$ cat config.mk
export PLATFORM = sky130hd
export DESIGN_NAME = swsig_ctrl
export DESIGN_NICKNAME = d
export VERILOG_FILES = /design/src/design/swsig_pkg.sv /design/src/design/swsig_sync.sv /design/src/design/swsig_slot.sv /design/src/design/swsig_ctrl.sv
export SDC_FILE = /design/constraint.sdc
export NUM_CORES = 1
export LEC_CHECK = 0
export ABC_AREA = 0
export BUFFER_PORTS_ARGS = -buffer_cell sky130_fd_sc_hd__buf_2
export CAP_MARGIN = 5
export CORE_ASPECT_RATIO = 1.2
export CORE_MARGIN = 10
export CORE_UTILIZATION = 40
export DETAILED_ROUTE_END_ITERATION = 8
export HOLD_SLACK_MARGIN = 0.06
export PLACE_DENSITY_LB_ADDON = 0.2
export SETUP_SLACK_MARGIN = 0.2
export SLEW_MARGIN = 15
export SYNTH_ARGS = -nofsm -noshare
export SYNTH_HDL_FRONTEND = slang
export SYNTH_SLANG_ARGS = --single-unit
export TNS_END_PERCENT = 30
$ cat constraint.sdc
create_clock -name clk_i -period 6.13 [get_ports clk_i]
set_clock_uncertainty 0.15 [all_clocks]
set_input_delay 0.9195 -clock clk_i [delete_from_list [all_inputs] [get_ports clk_i]]
set_output_delay 0.9195 -clock clk_i [all_outputs]
set_load 0.01 [all_outputs]
$ cat src/design/swsig_pkg.sv
// Package with timing constants, commands and carrier types for the line controller
// Function
// - Overdrive match command 69h is followed by 64 ROM bits sent at overdrive speed.
// - Controller avoids overdrive reset lows between 80us and 480us.
// - Controller makes every falling edge except the presence pulse.
// - Only reset/presence, write-zero, write-one and read slots exist on the line.
// - Controller samples presence at presence_sample_point after releasing reset.
// - Reset high window covers presence wait, presence low and recovery.
// - Reset high window is always 480us standard, 48us overdrive; the ext request bit is stored but never stretches it.
// - Each slot carries one bit; write slots out, read slots in.
// - Write-one releases before write_one_low max; write-zero holds past minimum.
// - After each slot the line stays high for the recovery time.
// - Controller samples read data inside window, late but before its maximum.
// - After sampling, controller waits out the full slot time.
// - Bus idles high; long lows reset devices, so suspended traffic idles high.
package swsig_pkg;
  localparam int unsigned CLK_MHZ = 125;

  // Times in nanoseconds per speed
  localparam int unsigned STD_RST_LOW_NS  = 600000;
  localparam int unsigned STD_RST_HIGH_NS = 480000;
  localparam int unsigned STD_PRES_SMP_NS = 70000;
  localparam int unsigned STD_W0_LOW_NS   = 65000;
  localparam int unsigned STD_W1_LOW_NS   = 8000;
  localparam int unsigned STD_RD_LOW_NS   = 5000;
  localparam int unsigned STD_RD_SMP_NS   = 13000;
  localparam int unsigned STD_SLOT_NS     = 75000;
  localparam int unsigned STD_REC_NS      = 5000;
  localparam int unsigned OD_RST_LOW_NS   = 70000;
  localparam int unsigned OD_RST_HIGH_NS  = 48000;
  localparam int unsigned OD_PRES_SMP_NS  = 10000;
  localparam int unsigned OD_W0_LOW_NS    = 10000;
  localparam int unsigned OD_W1_LOW_NS    = 1000;
  localparam int unsigned OD_RD_LOW_NS    = 1000;
  localparam int unsigned OD_RD_SMP_NS    = 2000;
  localparam int unsigned OD_SLOT_NS      = 12000;
  localparam int unsigned OD_REC_NS       = 5000;
  localparam int unsigned LONG_RST_MIN_NS = 480000;
  localparam int unsigned OD_RST_MAX_NS   = 80000;

  localparam int unsigned CW = 17;
  typedef logic [CW-1:0] swsig_cnt_t;

  // Least times round up
  function automatic swsig_cnt_t swsig_cyc(input int unsigned ns);
    int unsigned c;
    c = (ns * CLK_MHZ + 999) / 1000;
    if (c < 1) c = 1;
    return swsig_cnt_t'(c);
  endfunction

  // Command codes
  localparam logic [7:0] CMD_OD_MATCH = 8'h69;
  localparam logic [7:0] CMD_OD_SKIP  = 8'h3c;
  localparam logic [6:0] ROM_BITS     = 7'h40;

  // Register offsets of the controller's own port
  localparam logic [3:0] REG_CTRL   = 4'h0;
  localparam logic [3:0] REG_STATUS = 4'h1;
  localparam logic [3:0] REG_TXBIT  = 4'h2;
  localparam logic [3:0] REG_RXDATA = 4'h3;
  localparam logic [3:0] REG_ROMLO  = 4'h4;
  localparam logic [3:0] REG_ROMHI  = 4'h5;

  // Operation codes written to CTRL[2:0]
  typedef enum logic [2:0] {
    OP_NONE, OP_RESET, OP_WRITE_BIT, OP_READ_BIT, OP_OD_MATCH, OP_OD_SKIP
  } swsig_op_t;

  // Software register port
  typedef struct packed {
    logic [3:0]  addr;
    logic [31:0] wdata;
    logic        wr;
    logic        rd;
  } swsig_bus_t;

  // Line pin pair
  typedef struct packed {
    logic out;
    logic oe;
  } swsig_pin_t;

  // Request to the slot engine
  typedef struct packed {
    logic go;
    logic is_reset;
    logic bitval;
    logic od;
    logic ext_high;
  } swsig_slot_req_t;
endpackage

$ cat src/design/swsig_sync.sv
// Two-flop synchroniser for the line input
`timescale 1ns/100ps
`default_nettype none
module swsig_sync
  import swsig_pkg::*;
(
  // Clock and reset
  input  wire logic clk_i,
  input  wire logic rstn_i,
  // Async level in, synced out
  input  wire logic d_i,
  output var  logic q_o
);
  typedef struct packed {
    logic s1;
    logic s2;
  } swsig_sync_st_t;
  swsig_sync_st_t st_r, st_nxt;

  // Idle line is high, so reset to high
  always_comb begin
    st_nxt    = st_r;
    st_nxt.s1 = d_i;
    st_nxt.s2 = st_r.s1;
  end

  always_ff @(posedge clk_i) begin
    if (!rstn_i) begin
      st_r <= 2'h3;
    end else begin
      st_r <= st_nxt;
    end
  end

  assign q_o = st_r.s2;
endmodule
`default_nettype wire

$ cat src/design/swsig_slot.sv
// Slot engine: one reset/presence sequence or one bit slot on the line
`timescale 1ns/100ps
`default_nettype none
module swsig_slot
  import swsig_pkg::*;
(
  // Clock and reset
  input  wire logic            clk_i,
  input  wire logic            rstn_i,
  // Request and result
  input  wire swsig_slot_req_t req_i,
  input  wire logic            line_i,
  output var  logic            busy_o,
  output var  logic            done_o,
  output var  logic            sample_o,
  // Pin drive
  output var  swsig_pin_t      pin_o
);
  typedef enum logic [1:0] {S_IDLE, S_LOW, S_HIGH} swsig_sst_t;
  typedef struct packed {
    swsig_sst_t st;
    swsig_cnt_t cnt;
    logic       is_reset;
    logic       bitval;
    logic       od;
    logic       ext;
    logic       sample;
    logic       done;
    logic       drive;
  } swsig_slot_st_t;
  swsig_slot_st_t s_r, s_nxt;

  // Low phase length per waveform kind and speed
  function automatic swsig_cnt_t low_len(input logic rst, input logic bv, input logic od);
    if (rst) return od ? swsig_cyc(OD_RST_LOW_NS) : swsig_cyc(STD_RST_LOW_NS);
    if (bv)  return od ? swsig_cyc(OD_RD_LOW_NS)  : swsig_cyc(STD_RD_LOW_NS);
    return od ? swsig_cyc(OD_W0_LOW_NS) : swsig_cyc(STD_W0_LOW_NS);
  endfunction

  always_comb begin
    s_nxt      = s_r;
    s_nxt.done = 1'b0;
    case (s_r.st)
      S_IDLE: begin
        if (req_i.go) begin
          // Controller makes the falling edge
          s_nxt.st       = S_LOW;
          s_nxt.is_reset = req_i.is_reset;
          s_nxt.bitval   = req_i.bitval;
          s_nxt.od       = req_i.od;
          s_nxt.ext      = req_i.ext_high;
          s_nxt.drive    = 1'b1;
          s_nxt.cnt      = low_len(req_i.is_reset, req_i.bitval, req_i.od);
        end
      end
      S_LOW: begin
        if (s_r.cnt <= 1) begin
          s_nxt.drive = 1'b0;
          s_nxt.st    = S_HIGH;
          if (s_r.is_reset) begin
            s_nxt.cnt = s_r.od ? swsig_cyc(OD_RST_HIGH_NS) : swsig_cyc(STD_RST_HIGH_NS);
          end else begin
            s_nxt.cnt = (s_r.od ? swsig_cyc(OD_SLOT_NS) : swsig_cyc(STD_SLOT_NS))
                      - low_len(1'b0, s_r.bitval, s_r.od)
                      + (s_r.od ? swsig_cyc(OD_REC_NS) : swsig_cyc(STD_REC_NS));
          end
        end else begin
          s_nxt.cnt = s_r.cnt - 1'b1;
        end
      end
      S_HIGH: begin
        s_nxt.cnt = s_r.cnt - 1'b1;
        // Sample points counted from line release
        if (s_r.is_reset && s_r.cnt == (s_r.od ? swsig_cyc(OD_RST_HIGH_NS)
            - swsig_cyc(OD_PRES_SMP_NS) : swsig_cyc(STD_RST_HIGH_NS)
            - swsig_cyc(STD_PRES_SMP_NS))) begin
          s_nxt.sample = ~line_i;
        end
        if (!s_r.is_reset && s_r.cnt == (s_r.od ? swsig_cyc(OD_SLOT_NS) - swsig_cyc(OD_RD_SMP_NS)
            : swsig_cyc(STD_SLOT_NS) - swsig_cyc(STD_RD_SMP_NS))
            + (s_r.od ? swsig_cyc(OD_REC_NS) : swsig_cyc(STD_REC_NS))) begin
          s_nxt.sample = line_i;
        end
        if (s_r.cnt <= 1) begin
          s_nxt.st   = S_IDLE;
          s_nxt.done = 1'b1;
        end
      end
      default: s_nxt.st = S_IDLE;
    endcase
  end

  always_ff @(posedge clk_i) begin
    if (!rstn_i) begin
      s_r <= '0;
    end else begin
      s_r <= s_nxt;
    end
  end

  assign busy_o    = (s_r.st != S_IDLE);
  assign done_o    = s_r.done;
  assign sample_o  = s_r.sample;
  assign pin_o.out = 1'b0;
  assign pin_o.oe  = s_r.drive;

  // Line never held low longer than the reset low time
  int unsigned low_run;
  always_ff @(posedge clk_i) begin
    if (!rstn_i || !s_r.drive) low_run <= 0;
    else low_run <= low_run + 1;
  end
  low_bounded_a: assert property (@(posedge clk_i) disable iff (!rstn_i)
    low_run <= swsig_cyc(STD_RST_LOW_NS) + 1) else $error("line held low too long");
  drive_start_a: assert property (@(posedge clk_i) disable iff (!rstn_i)
    (s_r.st == S_IDLE && req_i.go) |=> s_r.drive) else $error("no falling edge on go");
  od_reset_a: assert property (@(posedge clk_i) disable iff (!rstn_i)
    (s_r.st == S_LOW && s_r.is_reset && s_r.od) |-> s_r.cnt <= swsig_cyc(OD_RST_MAX_NS))
    else $error("overdrive reset too long");
  done_pulse_a: assert property (@(posedge clk_i) disable iff (!rstn_i)
    done_o |=> !done_o) else $error("done not a pulse");
endmodule
`default_nettype wire

$ cat src/design/swsig_ctrl.sv
// Line controller: register port, speed state and overdrive command sequencing
//
// The plain strobed port and the register offsets are this design's own decisions.
`timescale 1ns/100ps
`default_nettype none
module swsig_ctrl
  import swsig_pkg::*;
(
  // Clock and reset
  input  wire logic        clk_i,
  input  wire logic        rstn_i,
  // Software port
  input  wire logic [3:0]  addr_i,
  input  wire logic [31:0] wdata_i,
  input  wire logic        wr_i,
  input  wire logic        rd_i,
  output logic      [31:0] rdata_o,
  // Line pin, open drain
  input  wire logic        line_i,
  output logic             line_o,
  output logic             line_oe_o
);
  typedef enum logic [2:0] {C_IDLE, C_SLOT, C_CMD, C_ROM} swsig_cst_t;
  typedef struct packed {
    swsig_cst_t  st;
    logic        od;
    logic        ext;
    logic        presence;
    logic        rx;
    logic        txbit;
    logic [7:0]  cmd;
    logic [63:0] rom;
    logic [6:0]  idx;
    logic        go;
    logic        is_reset;
    logic        bitval;
    logic        wait_done;
    logic        done_flag;
    logic        od_after;
    logic [31:0] rdata;
  } swsig_ctrl_st_t;
  swsig_ctrl_st_t c_r, c_nxt;

  logic            line_s;
  logic            eng_busy;
  logic            eng_done;
  logic            eng_smp;
  swsig_pin_t      pin;
  swsig_slot_req_t req;

  // Pin input passes two flops
  swsig_sync u_sync (
    .clk_i  (clk_i),
    .rstn_i (rstn_i),
    .d_i    (line_i),
    .q_o    (line_s)
  );

  assign req.go       = c_r.go;
  assign req.is_reset = c_r.is_reset;
  assign req.bitval   = c_r.bitval;
  assign req.od       = c_r.od;
  assign req.ext_high = c_r.ext;

  swsig_slot u_slot (
    .clk_i    (clk_i),
    .rstn_i   (rstn_i),
    .req_i    (req),
    .line_i   (line_s),
    .busy_o   (eng_busy),
    .done_o   (eng_done),
    .sample_o (eng_smp),
    .pin_o    (pin)
  );

  // Register decode, sequencing and speed tracking
  always_comb begin
    c_nxt       = c_r;
    c_nxt.go    = 1'b0;
    c_nxt.rdata = 32'h0;
    if (rd_i) begin
      case (addr_i)
        REG_CTRL:   c_nxt.rdata = {30'h0, c_r.ext, c_r.od};
        REG_STATUS: c_nxt.rdata = {28'h0, c_r.done_flag, c_r.presence, c_r.od,
                                   c_r.st != C_IDLE};
        REG_TXBIT:  c_nxt.rdata = {31'h0, c_r.txbit};
        REG_RXDATA: c_nxt.rdata = {31'h0, c_r.rx};
        REG_ROMLO:  c_nxt.rdata = c_r.rom[31:0];
        REG_ROMHI:  c_nxt.rdata = c_r.rom[63:32];
        default:    c_nxt.rdata = 32'h0;
      endcase
    end
    if (wr_i) begin
      case (addr_i)
        REG_TXBIT: c_nxt.txbit = wdata_i[0];
        REG_ROMLO: c_nxt.rom[31:0] = wdata_i;
        REG_ROMHI: c_nxt.rom[63:32] = wdata_i;
        default: ;
      endcase
    end
    if (wr_i && addr_i == REG_CTRL && c_r.st == C_IDLE) begin
      c_nxt.ext       = wdata_i[4];
      c_nxt.done_flag = 1'b0;
      case (swsig_op_t'(wdata_i[2:0]))
        OP_RESET: begin
          // Long reset unless kept at overdrive by wdata bit 3
          c_nxt.od = c_r.od & wdata_i[3];
          c_nxt.is_reset = 1'b1;
          c_nxt.go = 1'b1;
          c_nxt.st = C_SLOT;
          c_nxt.od_after = c_r.od & wdata_i[3];
        end
        OP_WRITE_BIT, OP_READ_BIT: begin
          c_nxt.is_reset = 1'b0;
          c_nxt.bitval = (swsig_op_t'(wdata_i[2:0]) == OP_READ_BIT) | c_r.txbit;
          c_nxt.go = 1'b1;
          c_nxt.st = C_SLOT;
          c_nxt.od_after = c_r.od;
        end
        OP_OD_MATCH, OP_OD_SKIP: begin
          c_nxt.cmd = (swsig_op_t'(wdata_i[2:0]) == OP_OD_MATCH) ? CMD_OD_MATCH
                      : CMD_OD_SKIP;
          c_nxt.idx = 7'h0;
          c_nxt.st  = C_CMD;
        end
        default: ;
      endcase
    end
    // Command byte LSB first, at current speed
    if (c_r.st == C_CMD && !eng_busy && !c_r.go) begin
      if (c_r.idx == 7'h8) begin
        c_nxt.od  = 1'b1;
        c_nxt.idx = 7'h0;
        c_nxt.st  = (c_r.cmd == CMD_OD_MATCH) ? C_ROM : C_IDLE;
        c_nxt.done_flag = (c_r.cmd != CMD_OD_MATCH);
      end else begin
        c_nxt.is_reset = 1'b0;
        c_nxt.bitval   = c_r.cmd[c_r.idx[2:0]];
        c_nxt.go       = 1'b1;
        c_nxt.idx      = c_r.idx + 7'h1;
      end
    end
    // ROM code at overdrive speed, LSB first
    if (c_r.st == C_ROM && !eng_busy && !c_r.go) begin
      if (c_r.idx == ROM_BITS) begin
        c_nxt.st = C_IDLE;
        c_nxt.done_flag = 1'b1;
      end else begin
        c_nxt.is_reset = 1'b0;
        c_nxt.bitval   = c_r.rom[c_r.idx[5:0]];
        c_nxt.go       = 1'b1;
        c_nxt.idx      = c_r.idx + 7'h1;
      end
    end
    if (c_r.st == C_SLOT && eng_done) begin
      c_nxt.st = C_IDLE;
      c_nxt.done_flag = 1'b1;
      c_nxt.od = c_r.od_after;
      if (c_r.is_reset) c_nxt.presence = eng_smp;
      else c_nxt.rx = eng_smp;
    end
  end

  always_ff @(posedge clk_i) begin
    if (!rstn_i) begin
      c_r <= '0;
    end else begin
      c_r <= c_nxt;
    end
  end

  // Bus port pieces
  assign rdata_o   = c_r.rdata;
  assign line_o    = pin.out;
  assign line_oe_o = pin.oe;

  od_after_skip_a: assert property (@(posedge clk_i) disable iff (!rstn_i)
    (c_r.st == C_CMD && c_r.idx == 7'h8 && !eng_busy && !c_r.go) |=> c_r.od)
    else $error("overdrive not set after command");
  rom_speed_a: assert property (@(posedge clk_i) disable iff (!rstn_i)
    (c_r.st == C_ROM) |-> c_r.od) else $error("ROM bits not at overdrive");
  long_reset_a: assert property (@(posedge clk_i) disable iff (!rstn_i)
    (wr_i && addr_i == REG_CTRL && c_r.st == C_IDLE && wdata_i[2:0] == 3'h1 && !wdata_i[3])
    |=> !c_r.od) else $error("long reset kept overdrive");
  short_reset_a: assert property (@(posedge clk_i) disable iff (!rstn_i)
    (wr_i && addr_i == REG_CTRL && c_r.st == C_IDLE && wdata_i[2:0] == 3'h1
     && wdata_i[3] && c_r.od) |=> c_r.od) else $error("short reset lost overdrive");
endmodule
`default_nettype wire

==> impl_metrics.ini <==
[route]
wl_per_cell_um = 17.8
ant_nets = 0
avgViaCountPerCell = 5.49
drt_pre_antenna_iters = 5
drcViolationCount = 0
drt_iter0_drc = 481
routed_wl_um = 21600
via_count = 6664

[placement]
dp_hpwl_um = 15000
io_buffers = 73
place_congestion = 0.870
place_ws_ns = 3.18
dpl.cell_count = 1182
place_area_um2 = 7910

[grt]
grtUsageTotal_pct = 17.5
antenna_found_initial = 0
grtUsageMet1_pct = 20.1
top_usage_layer = met2
grt_start_max_net_pins = 54
use_met2_pct = 30.6
grt_pass1_wl_um = 35700
use_met3_pct = 3.55
grt_pass1_vias = 6762
grt-ovfl-total = 0

[clocking]
postCtsSetupBuffers = 0
path_clk_slew_ns = 0.06
cts_tree = yes
clockRootBuffer = clkbuf_16
clkLatencyLatePin_ns = 0.43
clock_path_buffers = 2
post_cts_resized = 0
cts_buffers = 17
hold_buffers = 0
htreeDepth = 4
cts.sinks = 146

[floorplanning]
initial_core_util_pct = 40.6
dieArea_um2 = 25100
chipWidth_um = 146
die_y_um = 172
io_pins = 75
row_count = 55
core_area_um2 = 18900

[synthesis]
syn_avg_cell_area_um2 = 8.15
yosysSeqAreaShare_pct = 38.2
syn_area_um2 = 7660
ys_types = 69
syn_nets = 1004
ys_seq_elements = 146
async_reset_ff_share_pct = 0
synth_cells = 939
ys.flop_type = dfxtp_1
synth_enable_flop_cells = 0
yosysWarningCount = 0

[final_layout]
design_area_um2 = 8550
seq_area_um2 = 2920
multiInputGateArea_um2 = 4130
final_cells = 1214
fillers = 1945
layout.nets = 1010
drive_gt1_share_pct = 16.0
area_growth_pct = 11.6
diodes = 0

[worst_setup_path]
startpoint = c_r[38]
r2r_slack_ns = 3.22
r2r_start = c_r[38]
worst_r2r_path_depth = 8
start_kind = flip-flop
path_class = reg2reg
endpoint_kind = flip-flop
cp_max_fo = 15
critPathArrivalTime_ns = 3.09
worstReg2RegEnd = c_r[43]
cp_data_required_time_ns = 6.32

[power]
power.internal_mw = 1.70
peakVddDrop_mv = 0.186
p_clk_share_pct = 51.1
swShare_pct = 23.4
seq_power_share_pct = 43.6
power.switching_uw = 517
leakagePower_nw = 3.06
combinationalPowerShare_pct = 5.2
p_per_area_nw_per_um2 = 259

[sta]
finalCritPeriodShare_pct = 47.4
setup_ws_ns = 3.22
tightestPinTransition_ns = 0.983
min_period_ns = 2.91
setup_viol = 0
fin_tns_setup_ns = 0
whs_ns = 0.274
rsz0062_at_grt = false
slew_viol_final = 0
fmaxAchievable_mhz = 344
max_slew_margin_pct = 34.4
hold_viol = 0

[hold_path]
holdPathEnd = u_sync.q_o
hp-class = reg2reg
hp-start = u_sync.st_nxt[0]
min_path_cells = 1

[outcome]
status = complete, no violations

[job]
cap_viol_max_count = 0
## kinds of logic (layout without fill, tap and decap cells)
kind of cell | after synthesis | count (layout) | synth area share [%]
xor+xnor | 14 | 14 | 1.60
compound gates | 231 | 231 | 18.3
mux | 32 | 32 | 7.37
flops | 146 | 146 | 38.2
other cells | 1 | 1 | 0.0490
buf+inv | 121 | 140 | 7.99
fa+ha+maj | 24 | 24 | 3.92
simple gates | 370 | 370 | 22.6
## registers in the layout (all words and copies together) (netlist names)
name	cells
u_slot.pin_o	1
u_slot.done_o	1
c_r	87
u_slot.s_r	22
u_slot.sample_o	1
u_sync.q_o	1
rdata_o	32
u_sync.st_nxt	1
## cells in the final DEF (no fill, tap or decap), types with 6 or more instances in the layout
master | Yosys | final
nor2b_1 | 8 | 8
clkbuf_16 | 0 | 17
buf_2 | 12 | 73
nand2_1 | 175 | 175
mux2i_1 | 8 | 8
and2_1 | 6 | 6
dfxtp_1 | 146 | 146
and3_1 | 6 | 6
a21oi_1 | 107 | 107
o21ai_0 | 33 | 33
nand3_1 | 21 | 21
mux4_2 | 19 | 19
nand2b_1 | 7 | 7
inv_1 | 24 | 24
nand4_1 | 7 | 7
a22oi_1 | 33 | 33
buf_4 | 34 | 10
nor3_1 | 12 | 11
xnor2_1 | 9 | 9
o211ai_1 | 7 | 7
nor2_1 | 87 | 87
ha_1 | 24 | 24
a31oi_1 | 7 | 7
## routing by layer
metal	share of wire, %	wire [um]
met1	42	8980
met5	0	0
met4	2.9	620
met2	51	11000
met3	4.4	951
## worst max-delay path by stage
stage / endpoint / slack (ns) / cells past startpoint
after floorplan: c_r[44] / 3.49 / 6
after global placement: c_r[104] / 3.21 / 4
after detailed placement: c_r[63] / 3.18 / 4
after CTS: c_r[43] / 3.20 / 8
after global routing: c_r[43] / 2.91 / 8
final: c_r[43] / 3.22 / 8
## layout make-up
class                           count  share of cell area, %
Clock buffer                       19                   5.18
Clock inverter                     13                   2.27
Inverter                           25                   1.10
Multi-Input combinational cell    672                   48.3
Sequential cell                   146                   34.2
Tap cell                          256                   3.75
Timing Repair Buffer               83                   5.15
## synthesized netlist by cell type (7+ instances only)
library cell | number | area share [%]
nor2_1 | 87 | 4.3
nand4_1 | 7 | 0.57
nor3_1 | 12 | 0.78
buf_1 | 7 | 0.34
clkbuf_1 | 41 | 2.0
nand2b_1 | 7 | 0.57
a22oi_1 | 33 | 3.2
xnor2_1 | 9 | 1.0
buf_2 | 12 | 0.78
a21oi_1 | 107 | 7.0
inv_1 | 24 | 1.2
dfxtp_1 | 146 | 38
ha_1 | 24 | 3.9
nor2b_1 | 8 | 0.65
mux4_2 | 19 | 5.6
nand2_1 | 175 | 8.6
buf_4 | 34 | 3.3
o21ai_0 | 33 | 2.2
nand3_1 | 21 | 1.4
o211ai_1 | 7 | 0.69
mux2i_1 | 8 | 1.0
a31oi_1 | 7 | 0.57
## worst max-delay path, cell delays in order, from the launching register on
cell	delay (ns)
dfxtp_1	0.63
buf_4	0.38
inv_1	0.08
ha_1	0.19
nor4b_1	0.17
a41oi_1	0.40
o21ai_1	0.27
or3_1	0.41
a21oi_1	0.15
## through the flow
stage / total power, mW / utilization [%]
4_1_cts: 2.23 / 45.3
3_5_place_dp: 1.10 / 41.9
6_report: 2.21 / 45.3
2_1_floorplan: 1.06 / -
3_3_place_gp: 1.10 / 41.9
5_1_grt: 2.29 / 45.3
## power groups by stage
stage / clock [mW] / sequential [mW] / combinational (mW)
4_1_cts: 1.15 / 0.965 / 0.115
6_report: 1.13 / 0.966 / 0.116
2_1_floorplan: 0 / 0.983 / 0.0763
3_3_place_gp: 0 / 0.987 / 0.115
5_1_grt: 1.19 / 0.966 / 0.127
3_5_place_dp: 0 / 0.987 / 0.115
Power figures use the tool's default switching activity.
